`config.mk`:
```
export PLATFORM = sky130hd
export DESIGN_NAME = pst_status_bank
export DESIGN_NICKNAME = d
export VERILOG_FILES = /design/src/pst_pkg.sv /design/src/pst_if.sv /design/src/pst_linear_reg.sv /design/src/pst_status_bank.sv
export SDC_FILE = /design/constraint.sdc
export NUM_CORES = 1
export LEC_CHECK = 0
export BUFFER_PORTS_ARGS = -buffer_cell sky130_fd_sc_hd__buf_2
export CORE_MARGIN = 1.5
export CORE_UTILIZATION = 50
export DETAILED_ROUTE_END_ITERATION = 12
export GPL_TIMING_DRIVEN = 0
export PLACE_DENSITY = 0.88
export REMOVE_ABC_BUFFERS = 1
export SYNTH_ARGS = -nofsm -noshare
export SYNTH_HDL_FRONTEND = slang
export SYNTH_SLANG_ARGS = --single-unit
```
`constraint.sdc`:
```
create_clock -name clk -period 2.76 [get_ports clk]
set_clock_uncertainty 0.15 [all_clocks]
set_input_delay 0.276 -clock clk [delete_from_list [all_inputs] [get_ports clk]]
set_output_delay 0.276 -clock clk [all_outputs]
set_load 0.03 [all_outputs]
```
`src/pst_pkg.sv`:
```
// constants and types for the status and telemetry register bank
package pst_pkg;
	// ----------------------------------------
	// command codes
	// ----------------------------------------
	localparam logic [7:0] CMD_TEMP_STATUS = 8'h7d; // temperature status byte
	localparam logic [7:0] CMD_COMM_STATUS = 8'h7e; // communication status byte
	localparam logic [7:0] CMD_VENDOR_STATUS = 8'h80; // vendor fault byte
	localparam logic [7:0] CMD_VIN = 8'h88; // input voltage reading
	localparam logic [7:0] CMD_IIN = 8'h89; // input current reading
	// ----------------------------------------
	// bit positions
	// ----------------------------------------
	localparam int TEMP_OT_FAULT_BIT = 7;
	localparam int TEMP_OT_WARN_BIT = 6;
	localparam int COMM_BAD_CMD_BIT = 7;
	localparam int COMM_BAD_DATA_BIT = 6;
	localparam int COMM_PEC_BIT = 5;
	localparam int COMM_MEM_BIT = 4;
	localparam int COMM_OTHER_BIT = 1;
	localparam int VEND_PSTAGE_BIT = 7;
	localparam int VEND_PREBIAS_BIT = 6;
	localparam int VEND_ORST_BIT = 2;
	localparam int VEND_OMIN_BIT = 1;
	localparam int VEND_PHASE_BIT = 0;
	// ----------------------------------------
	// masks of implemented bits, resets
	// ----------------------------------------
	localparam logic [7:0] TEMP_IMPL_MASK = 8'hc0; // bits 5..0 read zero
	localparam logic [7:0] COMM_IMPL_MASK = 8'hf2; // bits 3,2,0 read zero
	localparam logic [7:0] VEND_IMPL_MASK = 8'hc7; // bits 5:3 read 000
	localparam logic [7:0] STATUS_RESET = 8'h00;
	localparam logic [15:0] READING_RESET = 16'h0000;
	localparam logic [15:0] READ_IDLE = 16'h0000; // data for unknown command
	// ----------------------------------------
	// linear format layout
	// ----------------------------------------
	localparam int LIN_EXP_LSB = 11;
	localparam int LIN_EXP_W = 5;
	localparam int LIN_MANT_W = 11;
	localparam int READ_LATENCY = 1; // cycles from request to data
	typedef logic [7:0] pst_byte_t;
endpackage : pst_pkg

```
`src/pst_if.sv`:
```
// carrier bundle for one linear-format reading
`timescale 1ns/100ps
`default_nettype none
interface pst_if;
	logic [4:0] exponent; // two's complement scale
	logic [10:0] mantissa; // two's complement value
	logic strobe; // new sample present
	logic [15:0] word; // packed linear word
	modport src (output exponent, output mantissa, output strobe, input word);
	modport pack (input exponent, input mantissa, input strobe, output word);
endinterface : pst_if
`default_nettype wire

```
`src/pst_linear_reg.sv`:
```
// holds one telemetry sample packed in linear format
`timescale 1ns/100ps
`default_nettype none
module pst_linear_reg (
	input wire logic clk,
	input wire logic reset,
	pst_if.pack lin
);
	import pst_pkg::*;
	// ----------------------------------------
	// sample store
	// ----------------------------------------
	// register keeps the last sample; never cleared by reads
	always_ff @(posedge clk) begin
		if (reset) begin
			lin.word <= READING_RESET;
		end else if (lin.strobe) begin
			lin.word <= {lin.exponent, lin.mantissa};
		end
	end
	a_pack_layout: assert property (@(posedge clk) disable iff (reset)
		lin.strobe |=> lin.word[15:11] == $past(lin.exponent)
		&& lin.word[10:0] == $past(lin.mantissa))
		else $error("linear word packing wrong");
endmodule : pst_linear_reg
`default_nettype wire

```
`src/pst_status_bank.sv`:
```
// status and telemetry register bank answering host reads by command code
`timescale 1ns/100ps
`default_nettype none
module pst_status_bank (
	input wire logic clk,
	input wire logic reset,
	// fault event pulses from detection logic
	input wire logic overheatFault,
	input wire logic overheatWarning,
	input wire logic badCommand,
	input wire logic badPayload,
	input wire logic packetCheckError,
	input wire logic hostWrite,
	input wire logic nvmBusy,
	input wire logic otherLinkError,
	input wire logic powerStageFault,
	input wire logic prebiasFault,
	input wire logic outputResetFault,
	input wire logic outputFloorFault,
	input wire logic missingPulseFault,
	input wire logic clearFaults,
	// telemetry samples
	input wire logic vinStrobe,
	input wire logic [4:0] vinExponent,
	input wire logic [10:0] vinMantissa,
	input wire logic iinStrobe,
	input wire logic [4:0] iinExponent,
	input wire logic [10:0] iinMantissa,
	// read port from the command decoder
	input wire logic readReq,
	input wire logic [7:0] readCmd,
	output logic [15:0] readData,
	output logic readValid,
	output logic readHit,
	output logic [7:0] tempStatus,
	output logic [7:0] commStatus,
	output logic [7:0] vendorStatus
);
	import pst_pkg::*;
	// ----------------------------------------
	// synchronisers for pin-level events
	// ----------------------------------------
	// fault lines come from analog/other blocks; two flops before use
	// write and busy are synced apart so no gate ever reads a raw pin
	localparam int NEV = 14;
	logic [NEV-1:0] evRaw; // raw event bundle
	logic [NEV-1:0] ev; // synchronised events
	logic memWriteHit; // host write while memory programs
	assign evRaw = {overheatFault, overheatWarning, badCommand, badPayload,
		packetCheckError, hostWrite, nvmBusy, otherLinkError, powerStageFault,
		prebiasFault, outputResetFault, outputFloorFault, missingPulseFault,
		clearFaults};
	// one two-stage capture per event line
	for (genvar i = 0; i < NEV; i++) begin : g_sync
		logic evMeta_r; // first stage, read only by second
		logic evSync_r; // second stage
		// first stage may go metastable, so nothing else looks at it
		always_ff @(posedge clk) begin
			if (reset) begin
				evMeta_r <= 1'b0;
				evSync_r <= 1'b0;
			end else begin
				evMeta_r <= evRaw[i];
				evSync_r <= evMeta_r;
			end
		end
		assign ev[i] = evSync_r;
	end
	// both lines high together once synchronised
	// trade-off: a one-cycle overlap may resolve apart and be missed
	assign memWriteHit = ev[8] & ev[7];
	// ----------------------------------------
	// event decode into byte-shaped set vectors
	// ----------------------------------------
	pst_byte_t tempSet; // temperature set bits
	pst_byte_t commSet; // communication set bits
	pst_byte_t vendSet; // vendor set bits
	logic clearSync; // synchronised clear command
	// place each event on its documented bit position
	always_comb begin
		tempSet = '0;
		commSet = '0;
		vendSet = '0;
		// temperature byte
		tempSet[TEMP_OT_FAULT_BIT] = ev[13];
		tempSet[TEMP_OT_WARN_BIT] = ev[12];
		// communication byte
		commSet[COMM_BAD_CMD_BIT] = ev[11];
		commSet[COMM_BAD_DATA_BIT] = ev[10];
		commSet[COMM_PEC_BIT] = ev[9];
		commSet[COMM_MEM_BIT] = memWriteHit;
		commSet[COMM_OTHER_BIT] = ev[6];
		// vendor byte
		vendSet[VEND_PSTAGE_BIT] = ev[5];
		vendSet[VEND_PREBIAS_BIT] = ev[4];
		vendSet[VEND_ORST_BIT] = ev[3];
		vendSet[VEND_OMIN_BIT] = ev[2];
		vendSet[VEND_PHASE_BIT] = ev[1];
	end
	assign clearSync = ev[0];
	// ----------------------------------------
	// latched status bytes
	// ----------------------------------------
	pst_byte_t temp_r; // temperature status
	pst_byte_t comm_r; // communication status
	pst_byte_t vend_r; // vendor fault status
	pst_byte_t temp_nxt;
	pst_byte_t comm_nxt;
	pst_byte_t vend_nxt;
	// set beats clear so an event in the clear cycle is kept
	// losing a fault that lands with a clear would hide it from the host
	always_comb begin
		temp_nxt = clearSync ? STATUS_RESET : temp_r;
		comm_nxt = clearSync ? STATUS_RESET : comm_r;
		vend_nxt = clearSync ? STATUS_RESET : vend_r;
		// unsupported positions masked so they never latch
		temp_nxt = (temp_nxt | tempSet) & TEMP_IMPL_MASK;
		comm_nxt = (comm_nxt | commSet) & COMM_IMPL_MASK;
		vend_nxt = (vend_nxt | vendSet) & VEND_IMPL_MASK;
	end
	// status bytes; reset to 00h
	always_ff @(posedge clk) begin
		if (reset) begin
			temp_r <= STATUS_RESET;
			comm_r <= STATUS_RESET;
			vend_r <= STATUS_RESET;
		end else begin
			temp_r <= temp_nxt;
			comm_r <= comm_nxt;
			vend_r <= vend_nxt;
		end
	end
	// ----------------------------------------
	// telemetry readings
	// ----------------------------------------
	pst_if vinLink ();
	pst_if iinLink ();
	// sample inputs are same-clock logic, no synchroniser
	// exponent and mantissa land in one word flop together,
	// so a reader never sees a torn pair from two samples
	assign vinLink.exponent = vinExponent;
	assign vinLink.mantissa = vinMantissa;
	assign vinLink.strobe = vinStrobe;
	assign iinLink.exponent = iinExponent;
	assign iinLink.mantissa = iinMantissa;
	assign iinLink.strobe = iinStrobe;
	pst_linear_reg uVin (
		.clk(clk),
		.reset(reset),
		.lin(vinLink.pack)
	);
	pst_linear_reg uIin (
		.clk(clk),
		.reset(reset),
		.lin(iinLink.pack)
	);
	// ----------------------------------------
	// read mux
	// ----------------------------------------
	logic [15:0] readData_nxt; // selected answer
	logic readHit_nxt; // command recognised
	// reads only select; nothing here disturbs the flags
	always_comb begin
		readHit_nxt = 1'b1;
		case (readCmd)
			CMD_TEMP_STATUS: readData_nxt = {8'h00, temp_r};
			CMD_COMM_STATUS: readData_nxt = {8'h00, comm_r};
			CMD_VENDOR_STATUS: readData_nxt = {8'h00, vend_r};
			CMD_VIN: readData_nxt = vinLink.word;
			CMD_IIN: readData_nxt = iinLink.word;
			default: begin
				readData_nxt = READ_IDLE;
				readHit_nxt = 1'b0;
			end
		endcase
	end
	// answer registered one cycle after the request
	// data holds between requests so a slow host can still pick it up
	always_ff @(posedge clk) begin
		if (reset) begin
			readData <= READ_IDLE;
			readValid <= 1'b0;
			readHit <= 1'b0;
		end else begin
			readValid <= readReq;
			readHit <= readReq & readHit_nxt;
			if (readReq) begin
				readData <= readData_nxt;
			end
		end
	end
	// status mirrors held in flops of their own
	// loaded from the next value, so they track the bytes in step
	always_ff @(posedge clk) begin
		if (reset) begin
			tempStatus <= STATUS_RESET;
			commStatus <= STATUS_RESET;
			vendorStatus <= STATUS_RESET;
		end else begin
			tempStatus <= temp_nxt;
			commStatus <= comm_nxt;
			vendorStatus <= vend_nxt;
		end
	end
	// ----------------------------------------
	// checks
	// ----------------------------------------
	// a pin event shows in its flag three edges later; a clear raised
	// later takes the same sync path, so it cannot undo the flag sooner
	a_otf_latch: assert property (@(posedge clk) disable iff (reset)
		overheatFault && !clearFaults
		|-> ##3 temp_r[7])
		else $error("overheat fault not latched");
	a_otw_latch: assert property (@(posedge clk) disable iff (reset)
		overheatWarning
		|-> ##3 temp_r[6])
		else $error("overheat warning not latched");
	// unsupported and reserved positions never hold a one
	a_zero_bits: assert property (@(posedge clk) disable iff (reset)
		temp_r[5:0] == 6'h00 && comm_r[3:2] == 2'h0 && !comm_r[0])
		else $error("unsupported bit set");
	a_vend_zero: assert property (@(posedge clk) disable iff (reset)
		vend_r[5:3] == 3'b000)
		else $error("sharing warning field nonzero");
	// registered answers carry the byte held at the request edge
	a_temp_read: assert property (@(posedge clk) disable iff (reset)
		readReq && readCmd == CMD_TEMP_STATUS
		|=> readValid && readData == {8'h00, $past(temp_r)})
		else $error("temperature byte read wrong");
	a_comm_read: assert property (@(posedge clk) disable iff (reset)
		readReq && readCmd == CMD_COMM_STATUS
		|=> readValid && readData == {8'h00, $past(comm_r)})
		else $error("comm byte read wrong");
	a_vend_read: assert property (@(posedge clk) disable iff (reset)
		readReq && readCmd == CMD_VENDOR_STATUS
		|=> readValid && readData == {8'h00, $past(vend_r)})
		else $error("vendor byte read wrong");
	a_vin_read: assert property (@(posedge clk) disable iff (reset)
		readReq && readCmd == CMD_VIN
		|=> readHit && readData == $past(vinLink.word))
		else $error("input voltage read wrong");
	a_iin_read: assert property (@(posedge clk) disable iff (reset)
		readReq && readCmd == CMD_IIN
		|=> readHit && readData == $past(iinLink.word))
		else $error("input current read wrong");
	// answer strobe is a single-cycle echo of the request
	a_read_strobe: assert property (@(posedge clk) disable iff (reset)
		readReq
		|=> readValid)
		else $error("read answer missing");
	a_read_quiet: assert property (@(posedge clk) disable iff (reset)
		!readReq
		|=> !readValid && !readHit)
		else $error("read answer without request");
	// unknown codes answer with no hit and an idle word
	a_miss_zero: assert property (@(posedge clk) disable iff (reset)
		readReq && readCmd != CMD_TEMP_STATUS && readCmd != CMD_COMM_STATUS
		&& readCmd != CMD_VENDOR_STATUS && readCmd != CMD_VIN && readCmd != CMD_IIN
		|=> !readHit && readData == READ_IDLE)
		else $error("unknown command answered");
	// the answer word holds until the next request
	a_data_holds: assert property (@(posedge clk) disable iff (reset)
		!readReq
		|=> $stable(readData))
		else $error("read data changed without request");
	// communication flags, one line each, two for the memory flag
	a_bad_cmd: assert property (@(posedge clk) disable iff (reset)
		badCommand
		|-> ##3 comm_r[7])
		else $error("bad command not latched");
	a_bad_data: assert property (@(posedge clk) disable iff (reset)
		badPayload
		|-> ##3 comm_r[6])
		else $error("bad payload not latched");
	a_packet_check_error_flag: assert property (@(posedge clk) disable iff (reset)
		packetCheckError
		|-> ##3 comm_r[5])
		else $error("packet check error not latched");
	a_mem_busy: assert property (@(posedge clk) disable iff (reset)
		hostWrite && nvmBusy
		|-> ##3 comm_r[4])
		else $error("memory busy write not latched");
	a_link_other: assert property (@(posedge clk) disable iff (reset)
		otherLinkError
		|-> ##3 comm_r[1])
		else $error("other link error not latched");
	// set beats clear when both arrive in one cycle
	a_set_wins: assert property (@(posedge clk) disable iff (reset)
		clearSync && commSet[COMM_BAD_CMD_BIT]
		|=> comm_r[COMM_BAD_CMD_BIT])
		else $error("set lost to clear");
	// vendor flags, one line each
	a_stage_fault: assert property (@(posedge clk) disable iff (reset)
		powerStageFault
		|-> ##3 vend_r[7])
		else $error("power stage fault not latched");
	a_prebias_fault: assert property (@(posedge clk) disable iff (reset)
		prebiasFault
		|-> ##3 vend_r[6])
		else $error("prebias fault not latched");
	a_out_reset: assert property (@(posedge clk) disable iff (reset)
		outputResetFault
		|-> ##3 vend_r[2])
		else $error("output reset fault not latched");
	a_out_floor: assert property (@(posedge clk) disable iff (reset)
		outputFloorFault
		|-> ##3 vend_r[1])
		else $error("output floor fault not latched");
	a_phase_fault: assert property (@(posedge clk) disable iff (reset)
		missingPulseFault
		|-> ##3 vend_r[0])
		else $error("missing pulse fault not latched");
	// reset empties every byte, checked one edge after reset is sampled high
	a_reset_clear: assert property (@(posedge clk)
		reset
		|=> temp_r == STATUS_RESET && comm_r == STATUS_RESET && vend_r == STATUS_RESET)
		else $error("status byte not empty after reset");
	// a clear with no event in flight empties every byte
	a_clear_empties: assert property (@(posedge clk) disable iff (reset)
		clearSync && tempSet == 8'h00 && commSet == 8'h00 && vendSet == 8'h00
		|=> temp_r == STATUS_RESET && comm_r == STATUS_RESET
		&& vend_r == STATUS_RESET)
		else $error("clear left a flag set");
	// mirrors follow the internal bytes every cycle
	a_mirror_track: assert property (@(posedge clk) disable iff (reset)
		tempStatus == temp_r && commStatus == comm_r
		&& vendorStatus == vend_r)
		else $error("status mirror out of step");
	// reads never drop a flag; only a clear does
	a_read_keeps: assert property (@(posedge clk) disable iff (reset)
		temp_r[7] && !clearSync
		|=> temp_r[7])
		else $error("flag dropped without clear");
	a_comm_keeps: assert property (@(posedge clk) disable iff (reset)
		comm_r[7] && !clearSync
		|=> comm_r[7])
		else $error("comm flag dropped without clear");
	a_vend_keeps: assert property (@(posedge clk) disable iff (reset)
		vend_r[0] && !clearSync
		|=> vend_r[0])
		else $error("vendor flag dropped without clear");
endmodule : pst_status_bank
`default_nettype wire

```
Word level (Yosys, flattened, before mapping)

Cells that the tools add are included.

Equal/unequal tests: 5
Reduce and logical (&&, ||, !) cells: 1
Bitwise gates (word level): 5
Mux-type cells: 5

Operators by type and width:

| cell                                                             | count |
|---|---|
| 16-bit case mux with 5 select lines                              | 1 |
| 8-bit == test (second input constant)                            | 3 |
| 8-bit 2-to-1 mux                                                 | 3 |
| 8-bit bitwise OR                                                 | 3 |
| 8-bit by 7-bit == test with 1-bit output (second input constant) | 2 |
| 5-bit OR reduction                                               | 1 |
| 1-bit AND                                                        | 2 |
| 1-bit 2-to-1 mux                                                 | 1 |

Output and inout bits: 42
Flip-flop bits (word level): 102
Input bits: 59
Logic and storage cells: 55

Longest topological paths before layout

Gate-level depths: netlist of the first run.

Depth in word-level cells: 4
Depth in mapped cells: 7
Gate-level depth less buffers: 5

By module

Synthesis of the first run repeated with hierarchy kept, for this count alone.

Cell total of the unflattened synthesis: 317
Area total of the unflattened synthesis: 3337.0 µm²

Modules (own cells, without submodules):

| module          | instances | cells each | area an instance (µm²) | sequential area each (µm²) |
|---|---|---|---|---|
| pst_status_bank | 1         | 213        | 2175.8                 | 1161.1 |
| pst_linear_reg  | 2         | 52         | 580.6                  | 320.3 |

Worst setup path after synthesis of the first run

No wires, ideal clock.

Path type: input port to flip-flop
Start: in readCmd[3]
End: reg readData[10]
Required time: 2543 ps
Arrival time: 1438 ps
Slack: 1105 ps
Library setup time: 67 ps
Stages: 7
Path buffers: 2
Cells stage by stage: buf_2 nand2_1 nor2_4 a21oi_1 or4_1 buf_6 o21ai_2

Word-level cells in the longest chain between the ends: 2
Elaborated cells on any way between the ends: 6
Classes of those cells: 5 x eq/ne; 1 x mux

Ends and longest elaborated chain:

| element                                                                   | RTL line               | RTL |
|---|---|---|
| start: declaration                                                        | pst_status_bank.sv:31  | `input wire logic [7:0] readCmd,` |
| 8-bit == test or 8-bit by 7-bit == test with 1-bit output (tied branches) | pst_status_bank.sv:165 | `case (readCmd)` |
| 16-bit case mux with 5 select lines *                                     | pst_status_bank.sv:165 |  |
| end signal: assignment                                                    | pst_status_bank.sv:188 | `readData <= readData_nxt;` |
| end: declaration                                                          | pst_status_bank.sv:32  | `output logic [15:0] readData,` |

Every way passes the cells marked *; elsewhere a longest branch is shown, timed or not.
A chain may end at the register's enable or synchronous reset.

==> impl.org, run 1 <==
** Outcome
- The run finished with clean final reports.

** Routing
- Dividing the detail-routed wire length by the instance count gives 13.89 um.
- After detailed routing, the number of remaining DRC violations is 0.
- The count of nets left with antenna violations once routing finished came out at 0.
- Across all layers, the routed design uses 2,501 vias.
- Number of violations reported at the end of detailed-routing iteration 0 :: ~100
- The final layout contains routed wiring with a total length of 6972 um.
- The first TritonRoute pass finished after 4 iterations.
- Using the TritonRoute via totals, the vias-per-cell ratio works out to 4.982.

** Timing
- The worst path uses about 76% of the clock period.
- Across all setup checks in the final design, the least slack found is 673.5 ps.
- Setup violations remaining at the end of the flow were counted as 0.
- Measured against its own limit, the worst slew margin works out to 16.92%.
- Final hold analysis gives a worst-case slack of between 0.3 and 0.4 ps.
- Worst Max-Slew Pin Slew :: between 1000 and 1500 ps
- The smallest clock period supported by the final layout is computed as 2086 ps.
- The final number of hold-violating endpoints was 0.
- Max-slew violation count :: 0
- Setup repair after global routing missed its margin :: no
- Fmax :: between 0.4 and 0.5 GHz

** Worst setup path
- STA classifies the critical path startpoint as an input pin.
- Kind of end point of the critical path :: flip-flop
- In this design, the largest share of critical-path delay is due to buffers and inverters.
- The number of buffers and inverters on the critical path is 1.
- The slowest stage of the critical path belongs to the cell sky130_fd_sc_hd__buf_2.
- CP arrival :: 2180 ps
- Path type of the worst setup path :: input pin to flip-flop
- Crit path largest cell delay :: 890 ps
- Data on the critical path is required at its endpoint by 2850 ps.
- Of all nets on the critical path, the largest fanout is 74.
- Sequence of cells on the critical path :: buf_2 -> nor2_1 -> a22o_1

** Clock tree
- Cells resized by post-CTS repair :: 0
- CTS saw 90 sinks.
- The later pin in the worst-skew pair is clocked with a latency of 350 ps.
- Post-CTS timing repair inserted 0 buffers for setup.
- In this run the number of H-tree levels came out at 3.
- Bufs on Longest Clock Path :: 2
- Number of buffers added by the clock tree synthesis step :: 9
- TritonCTS built the clock tree.
- Clock slew at the register clock pins of the worst setup and hold paths :: 80 ps
- Clock tree root buffer cell :: sky130_fd_sc_hd__clkbuf_8

** Yosys
- Synth Register Bits :: 90
- Synth Cell Area :: 3323 um^2
- Area share of the largest cell type after synthesis :: 54.22%
- Total of warnings raised by yosys :: 0
- Sequential cells were found to cover between 50% and 60% of the synthesized design area.
- Synthesis produced a netlist whose cell count is about 330.
- In this run the mean area of a mapped cell was slightly above 10 um^2.
- The largest total area in the synthesized netlist belongs to sky130_fd_sc_hd__dfxtp_1.
- Leading post-synthesis cells by cell area :: sky130_fd_sc_hd__dfxtp_1, sky130_fd_sc_hd__mux2i_1, sky130_fd_sc_hd__nor2b_1
- Synth cell types :: 33

** Die
- In this run the count of I/O pins placed on the die edge is 101.
- DIE WIDTH :: 84.53 um
- Area of the core :: 6386 um^2
- For this configuration, the core starts out at a cell density of 52.04%.
- Die area :: 7144 um^2
- After floorplanning, the core was divided into 29 placement rows.
- The floorplan step set the die height to 84.53 um.

** GRT
- Number of antenna violations at the first check in global routing :: 0
- The via count of the first global-routing pass is 2,490.
- The first global-routing pass estimated 11,270 um of wire.
- Entering global routing, the biggest net connects 75 pins.
- For this run the aggregate overflow at the end of global routing stands at 0.
- GR Util All Layers :: between 20% and 30%

** Placement
- Placed wire-length estimate after detailed placement :: 4789 um
- Post-Place Cell Area :: 3749 um^2
- Worst setup timing slack at the placement stage :: 302.7 ps
- Buffers placed on the I/O ports in this run total 88.
- Cells after DPL :: approximately 470
- The congestion estimate from routability-driven global placement came to 0.8022.

** Cells and area
- Final std cells w/o fill :: 502
- Cells with a size suffix above 1 make up 28.94% of the layout.
- The final layout contains 479 nets.
- Compared with the post-synthesis result, the final layout area differs by 23.38%.
- The finished cells cover 4100 um^2.
- Most frequent standard cell in the layout excluding fill and tap cells :: sky130_fd_sc_hd__dfxtp_1
- Antenna diode count :: 0
- Most used cells in the layout excluding fill and tap cells :: sky130_fd_sc_hd__dfxtp_1, sky130_fd_sc_hd__buf_2, sky130_fd_sc_hd__nor2_1, sky130_fd_sc_hd__mux2i_1, sky130_fd_sc_hd__nor2b_1
- Filler Cells Inserted :: 514

** Job
- Max-cap violation count :: 0

** Pwr
- Dividing total power by cell area gives a power density of 620.5 nW/um^2.
- The analysis attributes to cell leakage a power of 1.872 nW.
- Worst supply voltage drop on vdd :: 0.4109 mV

** Worst hold path
- The worst hold path belongs to the class input pin to flip-flop.
sequential cells by signal, summed over array words and instances (netlist names):
| signal | flops |
|---|---|
| g_sync.evSync_r | 13 |
| vendorStatus | 5 |
| readHit | 1 |
| readData | 16 |
| uVin.lin.word | 16 |
| clearSync | 1 |
| uIin.lin.word | 16 |
| readValid | 1 |
| g_sync.evMeta_r | 14 |
| tempStatus | 2 |
| commStatus | 5 |
area by class of cell:
type	instances	area [um^2]	share of cell area, %
tap	77	96.34	2.350
clock inverter	5	60.06	1.465
timing repair buffer	104	595.6	14.53
sequential	90	1802	43.94
inverter	3	11.26	0.2746
clock buffer	11	151.4	3.692
multi-input combinational	212	1384	33.75
stage by stage:
stage	power [mW]	TNS (ps)	utilization, %
final	2.544	0	64.20
after global routing	2.657	0	64.20
after CTS	2.563	0	64.20
after detailed placement	1.638	0	58.70
after global placement	1.624	-4750	58.27
after floorplan	1.527	0	-
cells in the mapped netlist, drive strengths merged:
| cell | n |
|---|---|
| nor3b | 1 |
| nor2 | 48 |
| mux2i | 36 |
| o21ai | 15 |
| and4bb | 1 |
| or3b | 1 |
| dfxtp | 90 |
| a32o | 2 |
| nor4 | 3 |
| mux2 | 2 |
| inv | 3 |
| nand4b | 1 |
| nand3 | 4 |
| a22oi | 15 |
| nand2b | 1 |
| and2 | 1 |
| a22o | 7 |
| a21oi | 12 |
| or4 | 1 |
| o31ai | 1 |
| clkbuf | 11 |
| conb | 1 |
| buf | 21 |
| nand2 | 16 |
| nor2b | 31 |
| nor4b | 1 |
where the power goes:
part           switching, mW  total [mW]  internal [mW]
combinational          0.140       0.244          0.104
sequential            0.0249        1.38           1.35
clock                  0.450       0.922          0.471
total                  0.616        2.54           1.93
worst paths after layout:
| kind | startpoint | end | slack [ps] | depth (start not counted) |
|---|---|---|---|---|
| min reg2reg | g_sync[9].evMeta_r | g_sync[9].evSync_r | 290 | 1 |
| max | reset | readData[1] | 670 | 3 |
| max reg2reg | vendorStatus[7] | readData[7] | 1420 | 4 |
| min | badPayload | g_sync[10].evMeta_r | 0.4 | 2 |
layer usage:
metal | track usage [%] | routed length [um]
met2 | 35.57 | 3448
met4 | 8.211 | 126
met1 | 22.69 | 2997
met5 | 0 | 0
met3 | 5.703 | 400
cells by family after synthesis:
kind of cell | count (synthesis) | share of synthesized area [%]
buf+inv | 35 | 5.761
simple gates | 110 | 16.83
flops | 90 | 54.22
mux | 38 | 11.52
other cells | 1 | 0.1128
compound gates | 52 | 11.56
what timing repair did:
action                                 CTS  global route
setup endpoints to repair                0             0
endpoints found under the hold margin   14             0
hold buffers                            14             0
Note: power is estimated with default switching activity, not from simulation.
==> inputs of run 2 (changes only) <==
ABC_AREA = 1   (was unset)
CORE_UTILIZATION = 46   (was 50)
PLACE_DENSITY = 0.85   (was 0.88)
clock period = 1.8 ns   (was 2.76 ns; I/O delays follow)
==> run 2 against run 1 <==
Net effect: final area rose by 10%; cell count grew 38%; sequential cell count is the same; routed wire length grew 27%; register-to-register slack got worse by 710 ps; worst hold slack better by 150 ps.
==> impl.org, run 2 <==
** Placement
- The count of buffers added on input and output ports is 88.
- Post-Place Cell Area :: about 3800 um^2
- At the placement stage, the worst setup path has a slack of -318.2 ps.
- Global placement routability congestion :: 0.7971
- Placed wire-length estimate after detailed placement :: 5169 um

** Timing
- Counting I/O delays and the setup requirement, the final critical path takes 1649 ps.
- Setup violations remaining at the end of the flow were counted as 0.
- Setup repair after global routing left no endpoint under its margin.
- Accumulated negative setup slack :: 0 ps
- Max-slew violation count :: 0
- Number of hold-slack violations in the final timing report :: 0
- The worst path uses 91.60% of the clock period.
- Worst slack on hold paths :: 150.1 ps
- Fmax :: roughly 0.61 GHz
- At the pin with the least slew margin, the transition time is 781.0 ps.
- Max transition margin :: 47.88%
- Setup slack on the critical path of the routed design comes to between 150 and 200 ps.

** GRT
- Number of antenna violations at the first check in global routing :: 0
- Entering global routing, the biggest net connects 47 pins.
- The first global-routing pass estimated 13,450 um of wire.
- Global routing consumed, over all layers together, 22.46% of the routing resources.
- Overflow left after global routing :: 0
- The via count of the first global-routing pass is approximately 3,000.

** Pwr
- Combinational logic is responsible for a little over a tenth of the overall power.
- Sequential cell fraction of total power :: a little over half
- Overall power consumption :: 3.953 mW
- Clk network pwr share :: 35.3%
- The analysis attributes to cell leakage a power of 2.249 nW.
- Cell internal pwr :: ~3 mW
- VDD sags by at most 0.4007 mV.
- Net switching is 26.14% of the power.
- In this run the power density over the cells is 874.2 nW/um^2.
- In this run the power spent charging and discharging nets is between 1 and 1.5 mW.

** Yosys
- Share of flip-flops with an asynchronous set or reset after synthesis :: 0%
- Summing the areas of all xor and xnor instances in the mapped netlist gives 0% of the synthesized area.
- The synthesized design spends more area on one cell type than any other, namely sky130_fd_sc_hd__dfxtp_1.
- Synth Register Bits :: 90
- Synthesized instance count :: 461
- The synthesized netlist contains 19 unique library cells.
- Proportion of synthesized chip area in sequential cells :: 52.92%
- The synthesized design contains 0 enable-type register cells.
- The most common cell in the synthesized netlist is sky130_fd_sc_hd__nor2_1.
- Mean area per synthesized cell :: around 7.4 um^2
- Most used flip-flop cell after synthesis :: sky130_fd_sc_hd__dfxtp_1
- Share of cell area taken by muxes after synthesis :: 0%
- After Yosys synthesis, full adders, half adders and majority gates account for 0% of the synthesized area.
- After Yosys synthesis, and, or, nand and nor cells account for 29.14% of the synthesized area.
- Leading post-synthesis cells by cell area :: sky130_fd_sc_hd__dfxtp_1, sky130_fd_sc_hd__nor2_1, sky130_fd_sc_hd__nand2_1
- The synthesized netlist devotes between 7 and 8% of its cell area to compound gates.
- List of most frequent post-synthesis cells :: sky130_fd_sc_hd__nor2_1, sky130_fd_sc_hd__dfxtp_1, sky130_fd_sc_hd__nand2_1, sky130_fd_sc_hd__inv_1, sky130_fd_sc_hd__nand3_1
- Synth Cell Area :: 3405 um^2
- Total of warnings raised by yosys :: 0
- By area, the combinational part of the netlist is dominated by simple AND/OR/NAND/NOR gates.
- The synthesized design devotes to its leading area cell type 52.92% of total area.

** Worst setup path
- Cell class contributing the biggest share of worst-path delay :: buffers and inverters
- At the worst endpoint, the required time is 1890 ps.
- On the critical path, the stage with the largest delay is an instance of sky130_fd_sc_hd__inv_1.
- Kind of end point of the critical path :: flip-flop
- In this run the worst path has a maximum fanout of 46.
- Path type of the worst setup path :: input pin to flip-flop
- The critical path goes through buf_2 -> inv_1 -> o21ai_0 -> nor2_1.
- Together, buffers and inverters on the worst path number 2.
- Crit path largest cell delay :: 610 ps
- CP arrival :: 1740 ps
- The worst setup path is launched from an input pin.

** Cells and area
- Area occupied by multi-input gates :: 1301 um^2
- The largest registers in the layout are readData: 16 flops, uIin.lin.word: 16 flops, uVin.lin.word: 16 flops.
- The final layout contains 646 nets.
- Area taken by flip-flops and latches :: around 1800 um^2
- Design Area, Final :: between 4000 and 5000 um^2
- Relative to the synthesized area, the layout overhead comes to 32.82%.
- Fraction of layout instances using a drive strength above 1 :: roughly 19%
- The layout has around 610 filler cells.
- Most frequent standard cell in the layout excluding fill and tap cells :: sky130_fd_sc_hd__nor2_1
- The repair_antennas step left the layout with diodes totalling 0.
- Leaving out fill and tap cells, the most frequent cells in the layout are sky130_fd_sc_hd__nor2_1, sky130_fd_sc_hd__dfxtp_1, sky130_fd_sc_hd__buf_2, sky130_fd_sc_hd__nand2_1.

** Clock tree
- Clock-pin slew was measured on the worst setup and hold paths at 90 ps.
- After clock tree synthesis, the setup repair step added 0 buffers.
- Number of levels the H-tree was split into :: 3
- TritonCTS built the clock tree.
- Counting every sink on the clock net gives 90.
- Number of buffers added by the clock tree synthesis step :: 9
- Bufs on Longest Clock Path :: 2
- Clock tree root buffer cell :: sky130_fd_sc_hd__clkbuf_8
- Skew-Pair Late Insertion Delay :: 350 ps

** Die
- Height of the die :: 89.03 um
- Initial Utilization :: about 47%
- Cell Rows :: 31
- For this design the top-level I/O count stands at 101.
- DIE WIDTH :: roughly 89 um
- Die area :: 7926 um^2
- Area of the core :: 7214 um^2

** Routing
- Across all layers, the routed design uses 3,370 vias.
- After detailed routing, the number of vias per cell comes to between 4 and 5.
- For this block, the initial DRC count from the detailed router was 224.
- The routed design has 8868 um of wire.
- Drt drc :: 0
- Once detail routing completed, the nets flagged for antenna violations numbered 0.
- In the final routed layout, each cell accounts on average for 12.83 um.
- Drt first pass iters :: 5

** Outcome
- The run finished with clean final reports.

** Worst hold path
- Class of the worst hold path :: input pin to flip-flop

** Job
- The tool flagged a number of max-cap violations equal to 0.
## run 2: cell types whose count changed after synthesis, sizes merged, moves of 4 or more
cell | before | now
a22oi | 15 | 0
nand2 | 16 | 77
a22o | 7 | 0
nor2b | 31 | 0
nand3 | 4 | 45
mux2i | 36 | 0
o21ai | 15 | 33
nor2 | 48 | 116
a21oi | 12 | 16
inv | 3 | 48
## run 2: power groups by stage
| stage | clock network [mW] | logic, mW | registers [mW] |
|---|---|---|---|
| floorplan | 0 | 0.169 | 2.19 |
| global placement | 0 | 0.328 | 2.16 |
| detailed placement | 0 | 0.338 | 2.17 |
| CTS | 1.41 | 0.420 | 2.12 |
| global route | 1.48 | 0.479 | 2.13 |
| finish | 1.39 | 0.435 | 2.12 |
## run 2: metal layers
layer / track usage, % / vias up / share of wire (%)
li1: - / 1657 / -
met1: 25.16 / 1514 / 38
met2: 38.98 / 162 / 51
met3: 5.817 / 37 / 7.0
met4: 12.45 / 0 / 4.0
met5: 0 / - / 0
## run 2: repair_timing
action                                  4_1_cts  5_1_grt
resized for setup                             0        3
hold buffers                                 47        0
endpoints found under the hold margin        50        0
endpoints found under the setup margin        0       14
## run 2: logic make-up after synthesis
group / count (synthesis)
and+or+nand+nor: 240
DFF: 90
buffers and inverters: 81
AOI/OAI and AO/OA: 49
other: 1
## run 2: tightest hold or removal path, delay by kind of cell
family,cells,cell delay [ps]
buffers and inverters,1,190
AO/OA/AOI/OAI,1,180
AND/OR/NAND/NOR,1,50
## run 2: final cells by class
type | instances | area share, %
Multi-Input combinational cell | 302 | 28.78
Clock inverter | 6 | 1.605
Clock buffer | 10 | 2.822
Sequential cell | 90 | 39.85
Timing Repair Buffer | 135 | 20.14
Inverter | 49 | 4.068
Tap cell | 99 | 2.739
## run 2: final timing paths
check / from / end / slack [ps] / depth (start not counted)
setup reg to reg: clearSync / commStatus[7] / 710 / 3
setup / recovery: reset / uIin.lin.word[2] / 150 / 4
hold reg to reg: g_sync[8].evMeta_r / g_sync[8].evSync_r / 260 / 2
hold / removal: vinStrobe / uVin.lin.word[7] / 150 / 3
## run 2: stage by stage
stage               util (%)  cells
global placement       53.12    627
detailed placement     53.12    627
global route           62.68    691
floorplan                  -    440
finish                 62.68    691
CTS                    62.42    690
==> inputs of run 3 (changes only) <==
ABC_AREA = unset   (was 1)
CORE_MARGIN = 10   (was 1.5)
HOLD_SLACK_MARGIN = 0.06   (was unset)
PLACE_DENSITY = 0.86   (was 0.85)
==> run 3 against run 2 <==
Net effect: largest power group unchanged; register-to-register slack worse by 310 ps; maximum frequency is 4.3% higher; critical path type unchanged; setup slack improved by 69 ps.
==> impl.org, run 3 (synthesis gave the netlist of run 1 again) <==
** Routing
- Wires add up to 8471 um.
- After detailed routing, the number of remaining DRC violations is 0.
- The count of nets left with antenna violations once routing finished came out at 0.
- Wire length per cell after detailed routing :: 15.29 um
- Per-cell via count in the routed design :: 4.845
- Via Count :: 2,684
- After the first detailed-routing iteration, the DRC count stood at roughly 120.
- Before antenna repair, the detailed router went through 4 iterations.

** Clock tree
- Clock tree from TritonCTS :: done
- After clock tree synthesis, the clock-pin slew on the worst setup and hold paths is 80 ps.
- Clock sink total :: 90
- Clock tree root buffer cell :: sky130_fd_sc_hd__clkbuf_8
- In this run the number of H-tree levels came out at 3.
- Clock latency on the worst-skew pair, taken at its later pin, is 350 ps.
- In this run, CTS created clock tree buffers numbering 9.
- The clock passes through at most 2 buffers.

** Timing
- Final min period :: 1580 ps
- For the pin with the worst max-slew slack, the measured transition is 721.9 ps.
- Fmax :: 0.6329 GHz
- The final critical path takes up approximately 90% of the cycle.
- Adding up every negative setup slack in the final design gives 0 ps.
- Max-slew violation count :: 0
- Setup violations remaining at the end of the flow were counted as 0.
- The final number of hold-violating endpoints was 0.
- Max transition margin :: 51.82%
- Setup slack closes at 219.9 ps.
- Setup repair after global routing missed its margin :: no

** GRT
- Maximum number of pins on one net before global-route repair :: 75
- The via count of the first global-routing pass was 2,777.
- Global routing used ~25% of the available met2 tracks.
- Global routing usage on met1 :: roughly 17%
- The number of antenna violations at the first check in global routing was 1.
- Across every metal layer, demand over resource in global routing totals 15.43%.
- In the global route stage, met3 resource usage came out at 6.388%.
- Summed over all layers, the global routing overflow is 0.
- The first global-routing pass estimated about 14,000 um of wire.
- Layer with the highest usage after global routing :: met2

** Placement
- Cells after DPL :: about 490
- Input and output buffers added on the ports amount to 88.
- Routability-driven placement finished with a final weighted congestion of between 0.8 and 0.9.
- After detailed placement, the total cell area comes to 3772 um^2.
- Prior to clock tree synthesis, the placed netlist has a worst setup slack of -590.0 ps.
- The HPWL after detailed placement is 5793 um.

** Job
- Max-cap violation count :: 0

** Cells and area
- 0 antenna diodes ended up in the layout.
- Across the whole layout, storage elements account for 1802 um^2.
- Total Nets Final :: 512
- The largest registers in the layout are readData: 16 flops, uIin.lin.word: 16 flops, uVin.lin.word: 16 flops.
- The multi-input combinational cells in the finished layout cover a total of 1390 um^2.
- Layout overhead on the synthesized area :: 34.41%
- Most frequent standard cell in the layout excluding fill and tap cells :: sky130_fd_sc_hd__dfxtp_1
- After filler insertion, the fill cell instance count of the layout stands at 583.
- In the final layout, the share of cells above drive strength 1 is 27.07%.
- Most used cells in the layout excluding fill and tap cells :: sky130_fd_sc_hd__dfxtp_1, sky130_fd_sc_hd__buf_2, sky130_fd_sc_hd__dlygate4sd3_1, sky130_fd_sc_hd__nor2_1, sky130_fd_sc_hd__mux2i_1
- The count of cells in the finished layout, fillers not included, comes to 554.
- After routing the design area is approximately 4500 um^2.

** Worst setup path
- The most critical setup path has its startpoint at reset.
- CP arrival :: 1670 ps
- STA classifies the critical path endpoint as a flip-flop.
- Startpoint type of the worst setup path :: input pin
- The worst register-to-register path begins at vendorStatus[6].
- The critical path is of the input pin to flip-flop type.
- Of all nets on the critical path, the largest fanout is 74.
- Data required time at the worst endpoint :: 1890 ps

** Die
- The die is 105.0 um tall.
- The die covers 11,020 um^2.
- In this run the horizontal extent of the chip is around 100 um.
- Pin placement for this block handled 101 I/O pins.
- Cell Rows :: 30
- The initial utilization of the core area, before any placement, comes to 48.12%.
- The floorplan step defined a core boundary enclosing between 6000 and 7000 um^2.

** Pwr
- Power density cells :: 888.7 nW/um^2
- Worst supply voltage drop on vdd :: ~0.85 mV
- For this design the static power due to leakage is 2.013 nW.

** Outcome
- Status :: completed

** Worst hold path
- The worst hold path begins at readCmd[1].
- Class of the worst hold path :: input pin to flip-flop
-- run 3: area by class of cell --
type	instances	area share, %
Tap cell	96	2.689
Multi-Input combinational cell	212	31.12
Sequential cell	90	40.34
Clock inverter	3	1.036
Timing Repair Buffer	137	20.78
Inverter	3	0.2521
Clock buffer	13	3.782
-- run 3: repair_timing --
action                                  4_1_cts  5_1_grt
hold buffers                                 47        0
gates resized for setup                       1        2
endpoints found under the setup margin       16        8
endpoints found under the hold margin        47        0
buffers inserted                              0        0
pin swaps                                     0        0
-- run 3: power by group --
part	leakage [nW]	switching (mW)	total, mW	internal [mW]
Clock	0.106	0.663	1.42	0.759
Sequential	0.739	0.0371	2.11	2.08
Combinational	1.17	0.230	0.436	0.206
-- run 3: worst paths after layout --
check / endpoint / depth (start not counted) / slack [ps]
min reg2reg: g_sync[3].evSync_r / 1 / 280
max reg2reg: readData[6] / 4 / 400
max: readData[2] / 6 / 220
min: readHit / 2 / 120
-- run 3: layer usage --
layer	routed length [um]	part of all wire, %
met1	3558	42
met2	4090	48
met3	690	8.1
met4	132	1.6
met5	0	0
-- run 3: stage by stage --
step,power [mW],utilization [%],hold WS (ps)
floorplan,2.341,-,101.6
global placement,2.491,54.22,236.5
detailed placement,2.513,54.62,241.7
CTS,4.013,64.58,83.90
global route,4.145,64.67,114.2
finish,3.970,64.67,118.3
-- run 3: critical path, stage by stage --
cell and delay (ps):
sky130_fd_sc_hd__buf_4 530, sky130_fd_sc_hd__nand2b_1 280, sky130_fd_sc_hd__inv_1 70, sky130_fd_sc_hd__o21ai_1 140
sky130_fd_sc_hd__o31ai_4 170, sky130_fd_sc_hd__a32o_1 260
